===== config.mk =====
export PLATFORM = sky130hd
export DESIGN_NAME = usr_shift_top
export DESIGN_NICKNAME = d
export VERILOG_FILES = /design/src/verilog/usr_pkg.sv /design/src/verilog/usr_shift.sv
export VERILOG_INCLUDE_DIRS = /design/src /design/src/verilog
export SDC_FILE = /design/constraint.sdc
export NUM_CORES = 1
export LEC_CHECK = 0
export BUFFER_PORTS_ARGS = -buffer_cell sky130_fd_sc_hd__buf_2
export CAP_MARGIN = 5
export CORE_MARGIN = 3
export CORE_UTILIZATION = 45
export CTS_CLUSTER_DIAMETER = 60
export DETAILED_ROUTE_END_ITERATION = 12
export PLACE_DENSITY = 0.76
export SYNTH_ARGS = -nofsm -noshare
export SYNTH_HDL_FRONTEND = slang
export SYNTH_SLANG_ARGS = --single-unit
export TNS_END_PERCENT = 10

===== constraint.sdc =====
create_clock -name i_clock -period 3.2 [get_ports i_clock]
set_input_delay 0.16 -clock i_clock [delete_from_list [all_inputs] [get_ports i_clock]]
set_output_delay 0.16 -clock i_clock [all_outputs]
set_load 0.02 [all_outputs]

===== src/verilog/usr_params.svh =====
// Purpose: constants for the 4-bit universal shift register block
// Assumes: included by its bare name from the design file and the testbench
// Notes:   register offsets are byte addresses on the AXI4-Lite bus
`ifndef USR_PARAMS_SVH
`define USR_PARAMS_SVH

// datapath and log buffer
`define USR_WIDTH        4
`define USR_MODE_W       2
`define USR_FIFO_DEPTH   16
`define USR_CLEAR_VAL    4'h0

// bus geometry and answers
`define USR_ADDR_W       8
`define USR_DATA_W       32
`define USR_RESP_OKAY    2'b00
`define USR_RESP_SLVERR  2'b10

// register offsets
`define USR_ADDR_CTRL    8'h00
`define USR_ADDR_STATE   8'h04
`define USR_ADDR_LOG     8'h08
`define USR_ADDR_LEVEL   8'h0c

// field positions
`define USR_CTRL_LOG_EN  0
`define USR_CTRL_LOST_CLR 1
`define USR_STATE_MODE   4
`define USR_LOG_VALID    8
`define USR_LEVEL_LOST   16

`endif


===== src/verilog/usr_pkg.sv =====
// Purpose: shared types of the 4-bit universal shift register block
// Assumes: mode code is {mode_select_high, mode_select_low}
// Notes:   enum order follows that two-bit code
package usr_pkg;

   typedef enum logic [1:0] {
      USR_HOLD,
      USR_RIGHT,
      USR_LEFT,
      USR_LOAD
   } usr_mode_t;

endpackage


===== src/verilog/usr_shift.sv =====
// Purpose: 4-bit bidirectional universal shift register with AXI4-Lite
//          status access and a log buffer of updates, taken while enabled and not full
// Assumes: all pins but async_clear_n synchronous to i_clock; clock_pulse is sampled, its
//          rising transition detected against the previous sample
// Notes:   async_clear_n clears the stored bits without a clock edge
//
// Local design decisions: the address map and the AXI4-Lite interface to the registers.
`timescale 1ns/100ps
`include "usr_params.svh"

module usr_fifo #(
   parameter int WIDTH = `USR_WIDTH + `USR_MODE_W,
   parameter int DEPTH = `USR_FIFO_DEPTH
) (
   // clock and reset
   input  wire logic                     i_clock,
   input  wire logic                     i_rstn,
   // fill side
   input  wire logic                     i_in_valid,
   output logic                          o_in_ready,
   input  wire logic [WIDTH-1:0]         i_in_data,
   // drain side
   output logic                          o_out_valid,
   input  wire logic                     i_out_ready,
   output logic [WIDTH-1:0]              o_out_data,
   output logic [$clog2(DEPTH):0]        o_level
);
   localparam int AW = $clog2(DEPTH);

   logic [WIDTH-1:0] mem_r [DEPTH];
   logic [AW-1:0]    wr_ptr_r;
   logic [AW-1:0]    rd_ptr_r;
   logic [AW:0]      level_r;
   logic             push;
   logic             pop;

   generate
      if (DEPTH < 2 || (DEPTH & (DEPTH - 1)) != 0) begin : g_depth_chk
         $error("usr_fifo: DEPTH must be a power of two of at least 2");
      end
   endgenerate

   assign o_in_ready  = (level_r != (AW+1)'(DEPTH));
   assign o_out_valid = (level_r != '0);
   assign o_out_data  = mem_r[rd_ptr_r];
   assign o_level     = level_r;
   assign push        = i_in_valid && o_in_ready;
   assign pop         = o_out_valid && i_out_ready;

   always_ff @(posedge i_clock) begin
      if (push) begin
         mem_r[wr_ptr_r] <= i_in_data;
      end
   end

   always_ff @(posedge i_clock) begin
      if (!i_rstn) begin
         wr_ptr_r <= '0;
         rd_ptr_r <= '0;
      end else begin
         if (push) begin
            wr_ptr_r <= wr_ptr_r + 1'b1;
         end
         if (pop) begin
            rd_ptr_r <= rd_ptr_r + 1'b1;
         end
      end
   end

   always_ff @(posedge i_clock) begin
      if (!i_rstn) begin
         level_r <= '0;
      end else if (push && !pop) begin
         level_r <= level_r + 1'b1;
      end else if (pop && !push) begin
         level_r <= level_r - 1'b1;
      end
   end

endmodule

module usr_shift_top #(
   parameter int WIDTH = `USR_WIDTH,
   parameter int DEPTH = `USR_FIFO_DEPTH
) (
   // clock and reset
   input  wire logic                     i_clock,
   input  wire logic                     i_rstn,
   // device pins
   input  wire logic                     i_async_clear_n,
   input  wire logic                     i_clock_pulse,
   input  wire logic                     i_mode_select_high,
   input  wire logic                     i_mode_select_low,
   input  wire logic                     i_serial_in_left,
   input  wire logic                     i_serial_in_right,
   input  wire logic [WIDTH-1:0]         i_load_inputs,
   output logic [WIDTH-1:0]              o_register_outputs,
   output logic                          o_log_ready,
   // axi4-lite write
   input  wire logic [`USR_ADDR_W-1:0]   i_s_axi_awaddr,
   input  wire logic                     i_s_axi_awvalid,
   output logic                          o_s_axi_awready,
   input  wire logic [`USR_DATA_W-1:0]   i_s_axi_wdata,
   input  wire logic [3:0]               i_s_axi_wstrb,
   input  wire logic                     i_s_axi_wvalid,
   output logic                          o_s_axi_wready,
   output logic [1:0]                    o_s_axi_bresp,
   output logic                          o_s_axi_bvalid,
   input  wire logic                     i_s_axi_bready,
   // axi4-lite read
   input  wire logic [`USR_ADDR_W-1:0]   i_s_axi_araddr,
   input  wire logic                     i_s_axi_arvalid,
   output logic                          o_s_axi_arready,
   output logic [`USR_DATA_W-1:0]        o_s_axi_rdata,
   output logic [1:0]                    o_s_axi_rresp,
   output logic                          o_s_axi_rvalid,
   input  wire logic                     i_s_axi_rready
);
   localparam int LW = WIDTH + `USR_MODE_W;
   localparam int CW = $clog2(DEPTH) + 1;

   generate
      // wider state would run into the mode field of the status word
      if (WIDTH < 2 || WIDTH > `USR_STATE_MODE) begin : g_width_chk
         $error("usr_shift_top: WIDTH must lie between 2 and 4");
      end
      if (CW > `USR_LEVEL_LOST) begin : g_level_chk
         $error("usr_shift_top: DEPTH too large for the level field");
      end
   endgenerate

   logic [WIDTH-1:0]        q_r;
   logic [WIDTH-1:0]        q_nxt;
   logic                    cp_prev_r;
   logic                    step;
   usr_pkg::usr_mode_t      mode;
   usr_pkg::usr_mode_t      last_mode_r;
   logic                    log_en_r;
   logic                    lost_r;
   logic                    lost_clr;
   logic                    log_ready_r;
   logic                    fifo_in_ready;
   logic                    fifo_out_valid;
   logic [LW-1:0]           fifo_out_data;
   logic [CW-1:0]           fifo_level;
   logic                    log_pop;
   logic                    aw_got_r;
   logic                    w_got_r;
   logic [`USR_ADDR_W-1:0]  awaddr_r;
   logic [`USR_DATA_W-1:0]  wdata_r;
   logic [3:0]              wstrb_r;
   logic                    wr_do;
   logic                    ar_take;
   logic [`USR_ADDR_W-1:0]  ar_word;
   logic [`USR_DATA_W-1:0]  rdata_nxt;
   logic [1:0]              rresp_nxt;

   // rising transition of the sampled clock pulse
   assign step = i_clock_pulse && !cp_prev_r;
   assign mode = usr_pkg::usr_mode_t'({i_mode_select_high, i_mode_select_low});

   always_ff @(posedge i_clock) begin
      if (!i_rstn) begin
         cp_prev_r <= 1'b0;
      end else begin
         cp_prev_r <= i_clock_pulse;
      end
   end

   // per-bit interstage mux
   genvar gi;
   generate
      for (gi = 0; gi < WIDTH; gi++) begin : g_bit
         logic from_above;
         logic from_below;
         if (gi == WIDTH - 1) begin : g_top
            assign from_above = i_serial_in_left;
         end else begin : g_mid_a
            assign from_above = q_r[gi+1];
         end
         if (gi == 0) begin : g_bot
            assign from_below = i_serial_in_right;
         end else begin : g_mid_b
            assign from_below = q_r[gi-1];
         end
         always_comb begin
            unique case (mode)
               usr_pkg::USR_HOLD:  q_nxt[gi] = q_r[gi];
               usr_pkg::USR_LEFT:  q_nxt[gi] = from_above;
               usr_pkg::USR_RIGHT: q_nxt[gi] = from_below;
               usr_pkg::USR_LOAD:  q_nxt[gi] = i_load_inputs[gi];
            endcase
         end
      end
   endgenerate

   // storage, cleared by the pin without a clock
   always_ff @(posedge i_clock or negedge i_async_clear_n) begin
      if (!i_async_clear_n) begin
         q_r <= `USR_CLEAR_VAL;
      end else if (!i_rstn) begin
         q_r <= `USR_CLEAR_VAL;
      end else if (step) begin
         q_r <= q_nxt;
      end
   end

   assign o_register_outputs = q_r;

   always_ff @(posedge i_clock) begin
      if (!i_rstn) begin
         last_mode_r <= usr_pkg::USR_HOLD;
      end else if (step && i_async_clear_n) begin
         last_mode_r <= mode;
      end
   end

   // update log; a full buffer drops the entry and flags it
   usr_fifo #(
      .WIDTH (LW),
      .DEPTH (DEPTH)
   ) u_log (
      .i_clock     (i_clock),
      .i_rstn      (i_rstn),
      .i_in_valid  (step && log_en_r && i_async_clear_n),
      .o_in_ready  (fifo_in_ready),
      .i_in_data   ({mode, q_nxt}),
      .o_out_valid (fifo_out_valid),
      .i_out_ready (log_pop),
      .o_out_data  (fifo_out_data),
      .o_level     (fifo_level)
   );

   always_ff @(posedge i_clock) begin
      if (!i_rstn) begin
         log_ready_r <= 1'b0;
      end else begin
         log_ready_r <= fifo_in_ready;
      end
   end

   assign o_log_ready = log_ready_r;

   // set wins over a clear in the same cycle
   always_ff @(posedge i_clock) begin
      if (!i_rstn) begin
         lost_r <= 1'b0;
      end else if (step && log_en_r && i_async_clear_n && !fifo_in_ready) begin
         lost_r <= 1'b1;
      end else if (lost_clr) begin
         lost_r <= 1'b0;
      end
   end

   // write channel: address and data taken in either order
   assign wr_do    = aw_got_r && w_got_r && !o_s_axi_bvalid;
   assign lost_clr = wr_do && awaddr_r == `USR_ADDR_CTRL && wstrb_r[0]
                     && wdata_r[`USR_CTRL_LOST_CLR];

   always_ff @(posedge i_clock) begin
      if (!i_rstn) begin
         aw_got_r        <= 1'b0;
         awaddr_r        <= '0;
         o_s_axi_awready <= 1'b1;
      end else if (o_s_axi_awready && i_s_axi_awvalid) begin
         aw_got_r        <= 1'b1;
         awaddr_r        <= {i_s_axi_awaddr[`USR_ADDR_W-1:2], 2'b00};
         o_s_axi_awready <= 1'b0;
      end else if (wr_do) begin
         aw_got_r        <= 1'b0;
      end else if (o_s_axi_bvalid && i_s_axi_bready) begin
         o_s_axi_awready <= 1'b1;
      end
   end

   always_ff @(posedge i_clock) begin
      if (!i_rstn) begin
         w_got_r        <= 1'b0;
         wdata_r        <= '0;
         wstrb_r        <= '0;
         o_s_axi_wready <= 1'b1;
      end else if (o_s_axi_wready && i_s_axi_wvalid) begin
         w_got_r        <= 1'b1;
         wdata_r        <= i_s_axi_wdata;
         wstrb_r        <= i_s_axi_wstrb;
         o_s_axi_wready <= 1'b0;
      end else if (wr_do) begin
         w_got_r        <= 1'b0;
      end else if (o_s_axi_bvalid && i_s_axi_bready) begin
         o_s_axi_wready <= 1'b1;
      end
   end

   always_ff @(posedge i_clock) begin
      if (!i_rstn) begin
         o_s_axi_bvalid <= 1'b0;
         o_s_axi_bresp  <= `USR_RESP_OKAY;
      end else if (wr_do) begin
         o_s_axi_bvalid <= 1'b1;
         o_s_axi_bresp  <= (awaddr_r == `USR_ADDR_CTRL) ? `USR_RESP_OKAY
                                                        : `USR_RESP_SLVERR;
      end else if (i_s_axi_bready) begin
         o_s_axi_bvalid <= 1'b0;
      end
   end

   always_ff @(posedge i_clock) begin
      if (!i_rstn) begin
         log_en_r <= 1'b0;
      end else if (wr_do && awaddr_r == `USR_ADDR_CTRL && wstrb_r[0]) begin
         log_en_r <= wdata_r[`USR_CTRL_LOG_EN];
      end
   end

   // read channel
   assign ar_take = o_s_axi_arready && i_s_axi_arvalid;
   assign ar_word = {i_s_axi_araddr[`USR_ADDR_W-1:2], 2'b00};
   assign log_pop = ar_take && ar_word == `USR_ADDR_LOG && fifo_out_valid;

   always_comb begin
      rdata_nxt = '0;
      rresp_nxt = `USR_RESP_OKAY;
      unique case (ar_word)
         `USR_ADDR_CTRL: begin
            rdata_nxt[`USR_CTRL_LOG_EN] = log_en_r;
         end
         `USR_ADDR_STATE: begin
            rdata_nxt[WIDTH-1:0] = q_r;
            rdata_nxt[`USR_STATE_MODE +: `USR_MODE_W] = last_mode_r;
         end
         `USR_ADDR_LOG: begin
            rdata_nxt[LW-1:0]          = fifo_out_valid ? fifo_out_data : '0;
            rdata_nxt[`USR_LOG_VALID]  = fifo_out_valid;
         end
         `USR_ADDR_LEVEL: begin
            rdata_nxt[CW-1:0]          = fifo_level;
            rdata_nxt[`USR_LEVEL_LOST] = lost_r;
         end
         default: begin
            rresp_nxt = `USR_RESP_SLVERR;
         end
      endcase
   end

   always_ff @(posedge i_clock) begin
      if (!i_rstn) begin
         o_s_axi_arready <= 1'b1;
         o_s_axi_rvalid  <= 1'b0;
         o_s_axi_rdata   <= '0;
         o_s_axi_rresp   <= `USR_RESP_OKAY;
      end else if (ar_take) begin
         o_s_axi_arready <= 1'b0;
         o_s_axi_rvalid  <= 1'b1;
         o_s_axi_rdata   <= rdata_nxt;
         o_s_axi_rresp   <= rresp_nxt;
      end else if (o_s_axi_rvalid && i_s_axi_rready) begin
         o_s_axi_rvalid  <= 1'b0;
         o_s_axi_arready <= 1'b1;
      end
   end

   // checks on the shift datapath and the bus responses
   hold_keep_a: assert property (
      @(posedge i_clock) disable iff (!i_rstn || !i_async_clear_n)
      step && mode == usr_pkg::USR_HOLD |=> q_r == $past(q_r))
      else $error("hold mode changed the stored bits");

   shift_left_a: assert property (
      @(posedge i_clock) disable iff (!i_rstn || !i_async_clear_n)
      step && mode == usr_pkg::USR_LEFT
      |=> q_r == {$past(i_serial_in_left), $past(q_r[WIDTH-1:1])})
      else $error("shift left result wrong");

   shift_right_a: assert property (
      @(posedge i_clock) disable iff (!i_rstn || !i_async_clear_n)
      step && mode == usr_pkg::USR_RIGHT
      |=> q_r == {$past(q_r[WIDTH-2:0]), $past(i_serial_in_right)})
      else $error("shift right result wrong");

   par_load_a: assert property (
      @(posedge i_clock) disable iff (!i_rstn || !i_async_clear_n)
      step && mode == usr_pkg::USR_LOAD |=> q_r == $past(i_load_inputs))
      else $error("parallel load result wrong");

   no_edge_a: assert property (
      @(posedge i_clock) disable iff (!i_rstn || !i_async_clear_n)
      !step |=> $stable(o_register_outputs))
      else $error("outputs moved without a rising clock pulse");

   pre_edge_a: assert property (
      @(posedge i_clock) disable iff (!i_rstn || !i_async_clear_n)
      $rose(i_clock_pulse) |=> o_register_outputs == $past(q_nxt))
      else $error("update did not use pre-edge levels");

   clear_force_a: assert property (
      @(posedge i_clock) disable iff (!i_rstn)
      !i_async_clear_n ##1 !i_async_clear_n |-> o_register_outputs == '0)
      else $error("outputs not low during clear");

   clear_async_a: assert property (
      @(posedge i_clock)
      $fell(i_async_clear_n) |-> q_r == '0)
      else $error("clear waited for a clock edge");

   mode_seen_a: assert property (
      @(posedge i_clock) disable iff (!i_rstn || !i_async_clear_n)
      step |=> last_mode_r == $past(mode) ##1 $stable(last_mode_r) || $past(step))
      else $error("mode not recorded at the update");

   bresp_hold_a: assert property (
      @(posedge i_clock) disable iff (!i_rstn)
      o_s_axi_bvalid && !i_s_axi_bready |=> o_s_axi_bvalid && $stable(o_s_axi_bresp))
      else $error("write response dropped before bready");

   rdata_hold_a: assert property (
      @(posedge i_clock) disable iff (!i_rstn)
      o_s_axi_rvalid && !i_s_axi_rready |=> o_s_axi_rvalid && $stable(o_s_axi_rdata))
      else $error("read data changed before rready");

endmodule


Yosys cells after proc, flatten, opt, wreduce, memory -nomap -nowiden
Memory sizes are Yosys's and may differ from the RTL's. A register that Yosys moved wholly into a read port is not among the register bits. Cells that the tools add are included.

Equal/unequal tests: 10. Add/subtract/negate cells: 4. Muxes and demuxes: 35. Reductions and logical operators: 41.

Operator list (count): 1-bit logical AND (21); 1-bit one-hot mux with 4 select lines (5); 1-bit two-way mux (19); 8-bit zero test (2); 4-bit two-way mux (4); 2-bit nonzero test (8); 6-bit by 2-bit equality test with 1-bit output, second input constant (2); 4-bit one-hot mux with 3 select lines (1); 5-bit two-way mux (2); 4-bit by 1-bit adder with 4-bit output, second input constant (2); 6-bit by 1-bit equality test with 1-bit output, second input constant (1); 6-bit two-way mux (1); 2-bit by 1-bit != test with 1-bit output, second input constant (3); 5-bit by 1-bit adder with 5-bit output, second input constant (1); 1-bit zero test (5); 5-bit != test, second input constant (1); 5-bit nonzero test (1); 5-bit by 1-bit subtractor with 5-bit output, second input constant (1); 2-bit equality test, second input constant (2); 2-bit two-way mux (2); 2-bit AND reduction (2); 4-bit OR reduction (1); 2-bit by 1-bit equality test with 1-bit output, second input constant (1); 2-bit zero test (1); 1-bit one-hot mux with 2 select lines (1).

Input bits: 69. Output and inout port bits: 46. Memories: 1. Flip-flop bits (word level): 51. RAM bits: 96.

Memory list: u_log.mem_r (depth 16, width 6, rd ports 1, clocked after memory_dff 1, write ports 1, line usr_shift.sv:30) `logic [WIDTH-1:0] mem_r [DEPTH];`.

Logic depth before layout (Yosys ltp)
Gate-level depths: netlist of the first run.

Depth in word-level cells: 9. Depth in mapped cells: 11. Mapped depth without buffers: 11.

Hierarchy
Synthesis of the first run repeated with hierarchy kept, for this count alone.

Cell total of the unflattened synthesis: 462. Area, all modules: 6388.6 um^2.

By module, submodules not included: usr_fifo (cells each 257, instances 1, area an instance 4559.4 um^2); usr_shift_top (cells each 205, instances 1, area an instance 1829.3 um^2).

Worst setup path after synthesis of the first run
No wires, ideal clock.

Path kind: register to register. Start: register u_log.level_r[0], in the netlist u_log.o_level[0]. End: register u_log.level_r[4], in the netlist u_log.o_level[4]. Library setup time: 0.076 ns. Required time: 3.124 ns. Path buffers: 0. Path slack: 0.599 ns. Cell stages (with the launch flop): 11. Data arrival time: 2.525 ns. Cells stage by stage: dfxtp_1 > nor4_1 > a21oi_1 > ha_1 > inv_1 > fa_1 > a21o_1 > a21oi_1 > xnor2_1 > or3_1 > a21boi_0.

Elaborated cells on any way between the ends: 14.

RTL lines: from (decl) (line usr_shift.sv:33) `logic [AW:0] level_r;`; from (signal assigned) (line usr_shift.sv:74) `level_r <= level_r + 1'b1;`; from (signal assigned) (line usr_shift.sv:76) `level_r <= level_r - 1'b1;`; 5-bit != test * (line usr_shift.sv:43) `assign o_in_ready = (level_r != (AW+1)'(DEPTH));`; 1-bit logical AND * (line usr_shift.sv:47) `assign push = i_in_valid && o_in_ready;`; named net u_log.push (line usr_shift.sv:34) `logic push;`; 1-bit zero test (line usr_shift.sv:75) `end else if (pop && !push) begin`; 1-bit logical AND (line usr_shift.sv:75); 2-bit nonzero test (no source line).

The timed path passes the listed nets; every way through them passes the cells marked *. The select of a mux whose other input is x is not followed. A chain may end at the register's enable or synchronous reset.

Worst setup path after layout of the first run
Start: register u_log.level_r[1], in the netlist u_log.o_level[1]. End: register u_log.level_r[4], in the netlist u_log.o_level[4].

Cells in the longest elaborated chain, start to end: 6. Elaborated cells on any way between the ends: 14.

RTL lines: branches (longest 6 deep; another with 5-bit by 1-bit subtractor with 5-bit output).

Several ways; the timed one is not identified. The select of a mux whose other input is x is not followed.

==> results.yml, run 1 <==
synth:
  synth_top_area_cell: "edfxtp_1"
  synth_top_area_share_pct: 44.9
  ys_top_cells_by_area: "edfxtp_1 (45%), dfxtp_1 (15%), mux4_2 (6.3%)"
  ys_seq_area_share_pct: 61.7
  synth_area_um2: 6420
  yosys_warnings: 0
  post_synth_num_cell_types: 43
  yosys_register_bits: 149
  syn_area_per_cell_um2: 14.2
  synth_cells: 453
timing:
  slew_headroom_pct: 33.2
  fin_setup_tns_ps: 0
  setup_viol: 0
  tightestPinTransition_ps: 994
  drv_slew: 0
  fin_ws_ps: 355
  skew_ps: 5.12
  finalCritPeriodShare_pct: 88.9
  rsz0062_at_grt: "false"
  fmax_mhz: 352
  hold_viol_final: 0
  min_period_ps: 2840
cts:
  clock-root-buffer: "clkbuf_16"
  numCtsBuffers: 17
  ctsLongestPathBuffers: 2
  cts-htree-levels: 4
  clk_pin_slew_ps: 60
  clock_latency_ps: 410
  cts_sinks: 149
  cts_tree: "done"
min_path:
  hold_path.class: "in2reg"
  whs_path_depth: 3
power:
  p_total_w: 0.00427
  p_per_area_nw_per_um2: 576
  power_leakage_nw: 2.69
  ir_drop_mv: 0.348
finish:
  layoutNonFillerInstCount: 710
  final_common_cell: "edfxtp_1"
  area_delta_synth_final_pct: 15.4
  layout_common_cells: "edfxtp_1 (96), buf_2 (51), dfxtp_1 (49)"
  multiInputGateArea_um2: 2220
  final_layout_size_suffix_gt1_share_pct: 20.6
  num-nets-final: 596
  regArea_um2: 3960
  insertedDiodeCount: 0
  fillers: 1121
placement:
  place.port_buffers: 51
  pre_cts_slack_ps: 288
  dp.cells: 671
  detailed_place_hpwl_um: 8540
  gp_congestion: 0.846
detailed_routing:
  top_layer: "met4"
  vias: 3901
  wl_met3_um: 847
  met1_length_um: 5040
  drt_iter0_drc: 322
  viasPerCell: 5.49
  routed_wl_um: 12900
  wl_met2_um: 6820
  avgRoutedWirePerCell_um: 18.2
  dr.pass1.iters: 5
  drc_errors: 0
  ant_nets: 0
setup_path:
  criticalPathCategory: "reg2reg"
  endpoint_kind: "flop"
  cp_data_arrival_time_ps: 3190
  rr_worst_depth: 11
  crit_path_start_kind: "flop"
  worstPathRequired_ps: 3540
  path_max_fanout: 6
grt:
  grt-ovfl-total: 0
  grt_max_degree: 51
  grtUsageTotal_pct: 17.3
  antenna_found_initial: 0
  grt_pass1_wl_um: 21100
  grt_pass1_vias: 3921
floorplan:
  row_count: 43
  core_area_um2: 13900
  initial_core_util_pct: 46.1
  die_w_um: 125
  fp.dieH_um: 125
  dieArea_um2: 15700
  ioPinCount: 115
flow_run:
  maxCapViolCount: 0
outcome:
  status: "finished, final reports clean"
## power breakdown
| group | leakage [nW] | total [W] | switching (W) | internal [W] |
|---|---|---|---|---|
| Clock | 0.284 | 0.00198 | 0.000754 | 0.00122 |
| Sequential | 1.33 | 0.00209 | 0.0000167 | 0.00208 |
| Combinational | 1.08 | 0.000198 | 0.000134 | 0.0000637 |
| Total | 2.69 | 0.00427 | 0.000904 | 0.00336 |
## timing repair
action                                 in CTS  in global routing
hold buffers                                7                  0
setup endpoints to repair                   0                  1
setup buffers                               0                  0
resized for setup                           0                  1
endpoints found under the hold margin      10                  0
## metal layers
metal | up-vias | GRT usage (%)
met2 | 169 | 29.4
li1 | 1775 | -
met3 | 18 | 4.83
met1 | 1939 | 21.3
met5 | - | 0
met4 | 0 | 6.19
## state kept, by name (all words and copies together) (netlist names), 2 cells and up, named ones only
signal	cells
awaddr_r	6
last_mode_r	2
o_register_outputs	4
o_s_axi_rdata	8
u_log.mem_r	96
u_log.o_level	5
u_log.rd_ptr_r	4
u_log.wr_ptr_r	4
wdata_r	2
## Yosys cell counts, drive strengths merged
| cell | n |
|---|---|
| xor2 | 1 |
| a21boi | 20 |
| a21oi | 9 |
| and2b | 1 |
| and3 | 1 |
| a31oi | 3 |
| nand4b | 1 |
| o21ai | 19 |
| edfxtp | 96 |
| dfxtp | 49 |
| clkbuf | 11 |
| dfrtp | 4 |
| nor3b | 2 |
| ha | 9 |
| nand4 | 3 |
| conb | 1 |
| nor2b | 10 |
| or4 | 1 |
| mux2i | 13 |
| and2 | 14 |
| o211ai | 2 |
| fa | 1 |
| nor2 | 18 |
| nand3 | 12 |
| a221oi | 1 |
| buf | 34 |
| nand3b | 4 |
| o221a | 3 |
| nand2b | 4 |
| a211oi | 1 |
| mux4 | 30 |
| nor3 | 5 |
| inv | 9 |
| nand2 | 41 |
| or3 | 4 |
| nor4 | 3 |
| xnor2 | 8 |
| a21o | 2 |
| a22oi | 3 |
## cells by family (layout without fill, tap and decap cells)
kind of cell               Yosys count  in the layout  synth area share (%)
muxes                               43             43                  13.2
adders and majority gates           10             10                  2.07
and+or+nand+nor                    124            124                  9.88
DFF                                149            149                  61.7
AOI/OAI and AO/OA                   63             63                  6.51
buffers and inverters               54            106                  5.30
other                                1             26                0.0584
xor gates and xnor gates             9              9                  1.23
## final cells by class
class	count	area share, %
Clock buffer	19	5.84
Timing Repair Buffer	65	5.10
Inverter	9	0.456
Multi-Input combinational cell	275	29.9
Clock inverter	13	2.13
Sequential cell	149	53.5
Tap cell	180	3.04
## path summary, 6_finish.rpt
path | start | end | slack, ps
setup / recovery | u_log.o_level[1]$_SDFFE_PN0P_ | u_log.o_level[4]$_SDFFE_PN0P_ | 360
hold / removal | i_s_axi_awaddr[7] | awaddr_r[7]$_SDFFE_PN0P_ | 20
setup reg to reg | u_log.o_level[1]$_SDFFE_PN0P_ | u_log.o_level[4]$_SDFFE_PN0P_ | 360
hold reg to reg | awaddr_r[7]$_SDFFE_PN0P_ | awaddr_r[7]$_SDFFE_PN0P_ | 480
max in group asynchronous | i_async_clear_n | o_register_outputs[3]$_DFFE_PN0P_ | 2940
min in group asynchronous | i_async_clear_n | o_register_outputs[2]$_DFFE_PN0P_ | 100
## per-stage QoR
| stage | hold WS (ps) | util [%] | instance area (um^2) |
|---|---|---|---|
| after global placement | -5.67 | 48.4 | 6740 |
| after floorplan | -136 | - | 6520 |
| after detailed placement | -2.75 | 48.4 | 6740 |
| after global routing | 17.6 | 53.2 | 7410 |
| after CTS | 4.14 | 53.1 | 7400 |
| final | 15.2 | 53.2 | 7410 |
## critical path: stages (launching register included)
cell and delay [ps]:
dfxtp_1 370, nor4_2 390, nand2_1 210, nand3_1 170
ha_1 200, inv_1 110, fa_1 430, a21o_1 180
a21oi_1 170, xnor2_1 90, or3_1 300, a21boi_0 150
No activity file was read; power rests on OpenSTA's default activity.
==> run 2, diff against run 1 <==
--- a/config.mk
+++ b/config.mk
@@ -10,6 +10,7 @@
 export CAP_MARGIN = 5
 export CORE_MARGIN = 3
 export CORE_UTILIZATION = 45
+export CTS_BUF_LIST = sky130_fd_sc_hd__clkbuf_4
 export CTS_CLUSTER_DIAMETER = 60
 export DETAILED_ROUTE_END_ITERATION = 12
 export PLACE_DENSITY = 0.76
==> constraint.sdc (replaced) <==
create_clock -name i_clock -period 3.2 [get_ports i_clock]
set_input_delay 0.16 -clock i_clock [delete_from_list [all_inputs] [get_ports i_clock]]
set_output_delay 0.16 -clock i_clock [all_outputs]
set_load 0.01 [all_outputs]
==> run 2 against run 1 <==
Compared with the run above:
- sequential share of layout area up 1.2 points
- register-to-register slack better by 30 ps
- largest cell class unchanged
- largest power group unchanged
- core utilization down 1.1 points
==> results.yml, run 2 (synthesized netlist as in run 1, its figures left out) <==
floorplan:
  core_area_um2: 13900
  initial_core_util_pct: 46.1
  dieArea_um2: 15700
  ioPinCount: 115
  die_w_um: 125
  fp.dieH_um: 125
  row_count: 43
timing:
  min_period_ps: 2820
  slew_headroom_pct: 31.7
  setup_viol: 0
  finalCritPeriodShare_pct: 88.1
  tightestPinTransition_ps: 1020
  skew_ps: 18.8
  drv_slew: 0
  rsz0062_at_grt: "false"
  fmax_mhz: 355
  hold_viol_final: 0
  fin_setup_tns_ps: 0
cts:
  clk_pin_slew_ps: 120
  ctsLongestPathBuffers: 2
  clock-root-buffer: "clkbuf_4"
  cts_setup_buffers: 0
  clock_latency_ps: 550
  cts_sinks: 149
  numCtsBuffers: 17
  cts-htree-levels: 4
  cts_tree: "done"
finish:
  layoutNonFillerInstCount: 723
  num-nets-final: 609
  area_delta_synth_final_pct: 12.9
  layout_common_cells: "edfxtp_1 (96), buf_2 (51), dfxtp_1 (49)"
  final_common_cell: "edfxtp_1"
  final_layout_size_suffix_gt1_share_pct: 20.4
  largest_register_ffs: 96
  largest-register: "u_log.mem_r"
  insertedDiodeCount: 0
  reg_top3: "u_log.mem_r (96), o_s_axi_rdata (8), awaddr_r (6)"
  stdcell_area_um2: 7250
  final_util_pct: 52.0
min_path:
  hold_path_end: "u_log.mem_r[6][5]$_DFFE_PP_"
  hold_path.class: "in2reg"
  hold_start: "i_mode_select_high"
  whs_path_depth: 1
detailed_routing:
  viasPerCell: 5.37
  ant_nets: 0
  drc_errors: 0
  avgRoutedWirePerCell_um: 17.8
  dr.pass1.iters: 4
  drt_iter0_drc: 278
  vias: 3880
  routed_wl_um: 12900
placement:
  place.port_buffers: 51
  gp_congestion: 0.846
  detailed_place_hpwl_um: 8540
  dp.cells: 671
  dpl-instance-area_um2: 6740
setup_path:
  criticalPathCategory: "reg2reg"
  r2r_end: "u_log.o_level[4]$_SDFFE_PN0P_"
  rr_worst_depth: 11
  cp_data_arrival_time_ps: 3300
  path_max_fanout: 6
  rrSetupSlack_ps: 380
  endpoint_kind: "flop"
  crit_path_start_kind: "flop"
  worstPathRequired_ps: 3680
  reg2reg_from: "u_log.o_level[1]$_SDFFE_PN0P_"
grt:
  grtUsageTotal_pct: 17.4
  grt_max_degree: 51
  grt_pass1_wl_um: 21200
  grt_pass1_vias: 3971
  grt-ovfl-total: 0
  antenna_found_initial: 0
power:
  power_leakage_nw: 2.63
  p_per_area_nw_per_um2: 481
  ir_drop_mv: 0.289
  p_total_w: 0.00348
outcome:
  status: "finished, final reports clean"
flow_run:
  maxCapViolCount: 0
==> run 2: layer usage <==
layer  vias up  track usage, %  routed length (um)
met2       122            29.0                6550
met3        29            4.61                 642
li1       1806               -                   -
met4         0            7.46                 386
met1      1923            21.6                5270
met5         -               0                   0
==> run 2: worst max-delay path, stage by stage (launching register included) <==
cell and delay [ps]:
dfxtp_1 390, nor4_2 390, nand2_1 200, nand3_1 150, ha_1 190, inv_1 110
fa_1 430, a21o_1 180, a21oi_1 170, xnor2_1 90, or3_1 300, a21boi_0 150
==> run 2: stage by stage <==
step | setup WS [ps] | hold WS, ps
floorplan | 599 | -136
CTS | 213 | 23.3
global route | 113 | 24.7
detailed placement | 288 | -2.75
finish | 382 | 60.9
global placement | 341 | -5.67
==> run 2: where the power goes <==
group | leakage [nW] | internal [W] | switching [W]
logic | 1.14 | 0.0000739 | 0.000115
clock network | 0.160 | 0.000556 | 0.000649
registers | 1.33 | 0.00207 | 0.0000171
==> run 2: worst max-delay path by stage <==
stage | startpoint | end | slack, ps | depth (start not counted)
after floorplan | u_log.o_level[0]$_SDFFE_PN0P_ | u_log.o_level[4]$_SDFFE_PN0P_ | 600 | 10
after global placement | u_log.o_level[1]$_SDFFE_PN0P_ | u_log.o_level[4]$_SDFFE_PN0P_ | 340 | 11
after detailed placement | u_log.o_level[1]$_SDFFE_PN0P_ | u_log.o_level[4]$_SDFFE_PN0P_ | 290 | 11
after CTS | u_log.o_level[1]$_SDFFE_PN0P_ | u_log.o_level[4]$_SDFFE_PN0P_ | 210 | 11
after global routing | u_log.o_level[1]$_SDFFE_PN0P_ | u_log.o_level[4]$_SDFFE_PN0P_ | 110 | 11
final | u_log.o_level[1]$_SDFFE_PN0P_ | u_log.o_level[4]$_SDFFE_PN0P_ | 380 | 11
==> run 2: repair_timing <==
item / CTS / global route
gates resized for setup: 0 / 1
hold buffers: 20 / 0
endpoints found under the setup margin: 0 / 1
endpoints found under the hold margin: 24 / 0
==> run 2: cell type report <==
cell class | instances | area [um^2]
multi-input combinational | 275 | 2220
inverter | 9 | 33.8
clock inverter | 13 | 158
tap | 180 | 225
sequential | 149 | 3960
clock buffer | 19 | 143
timing repair buffer | 78 | 508
fill | 1140 | 6690
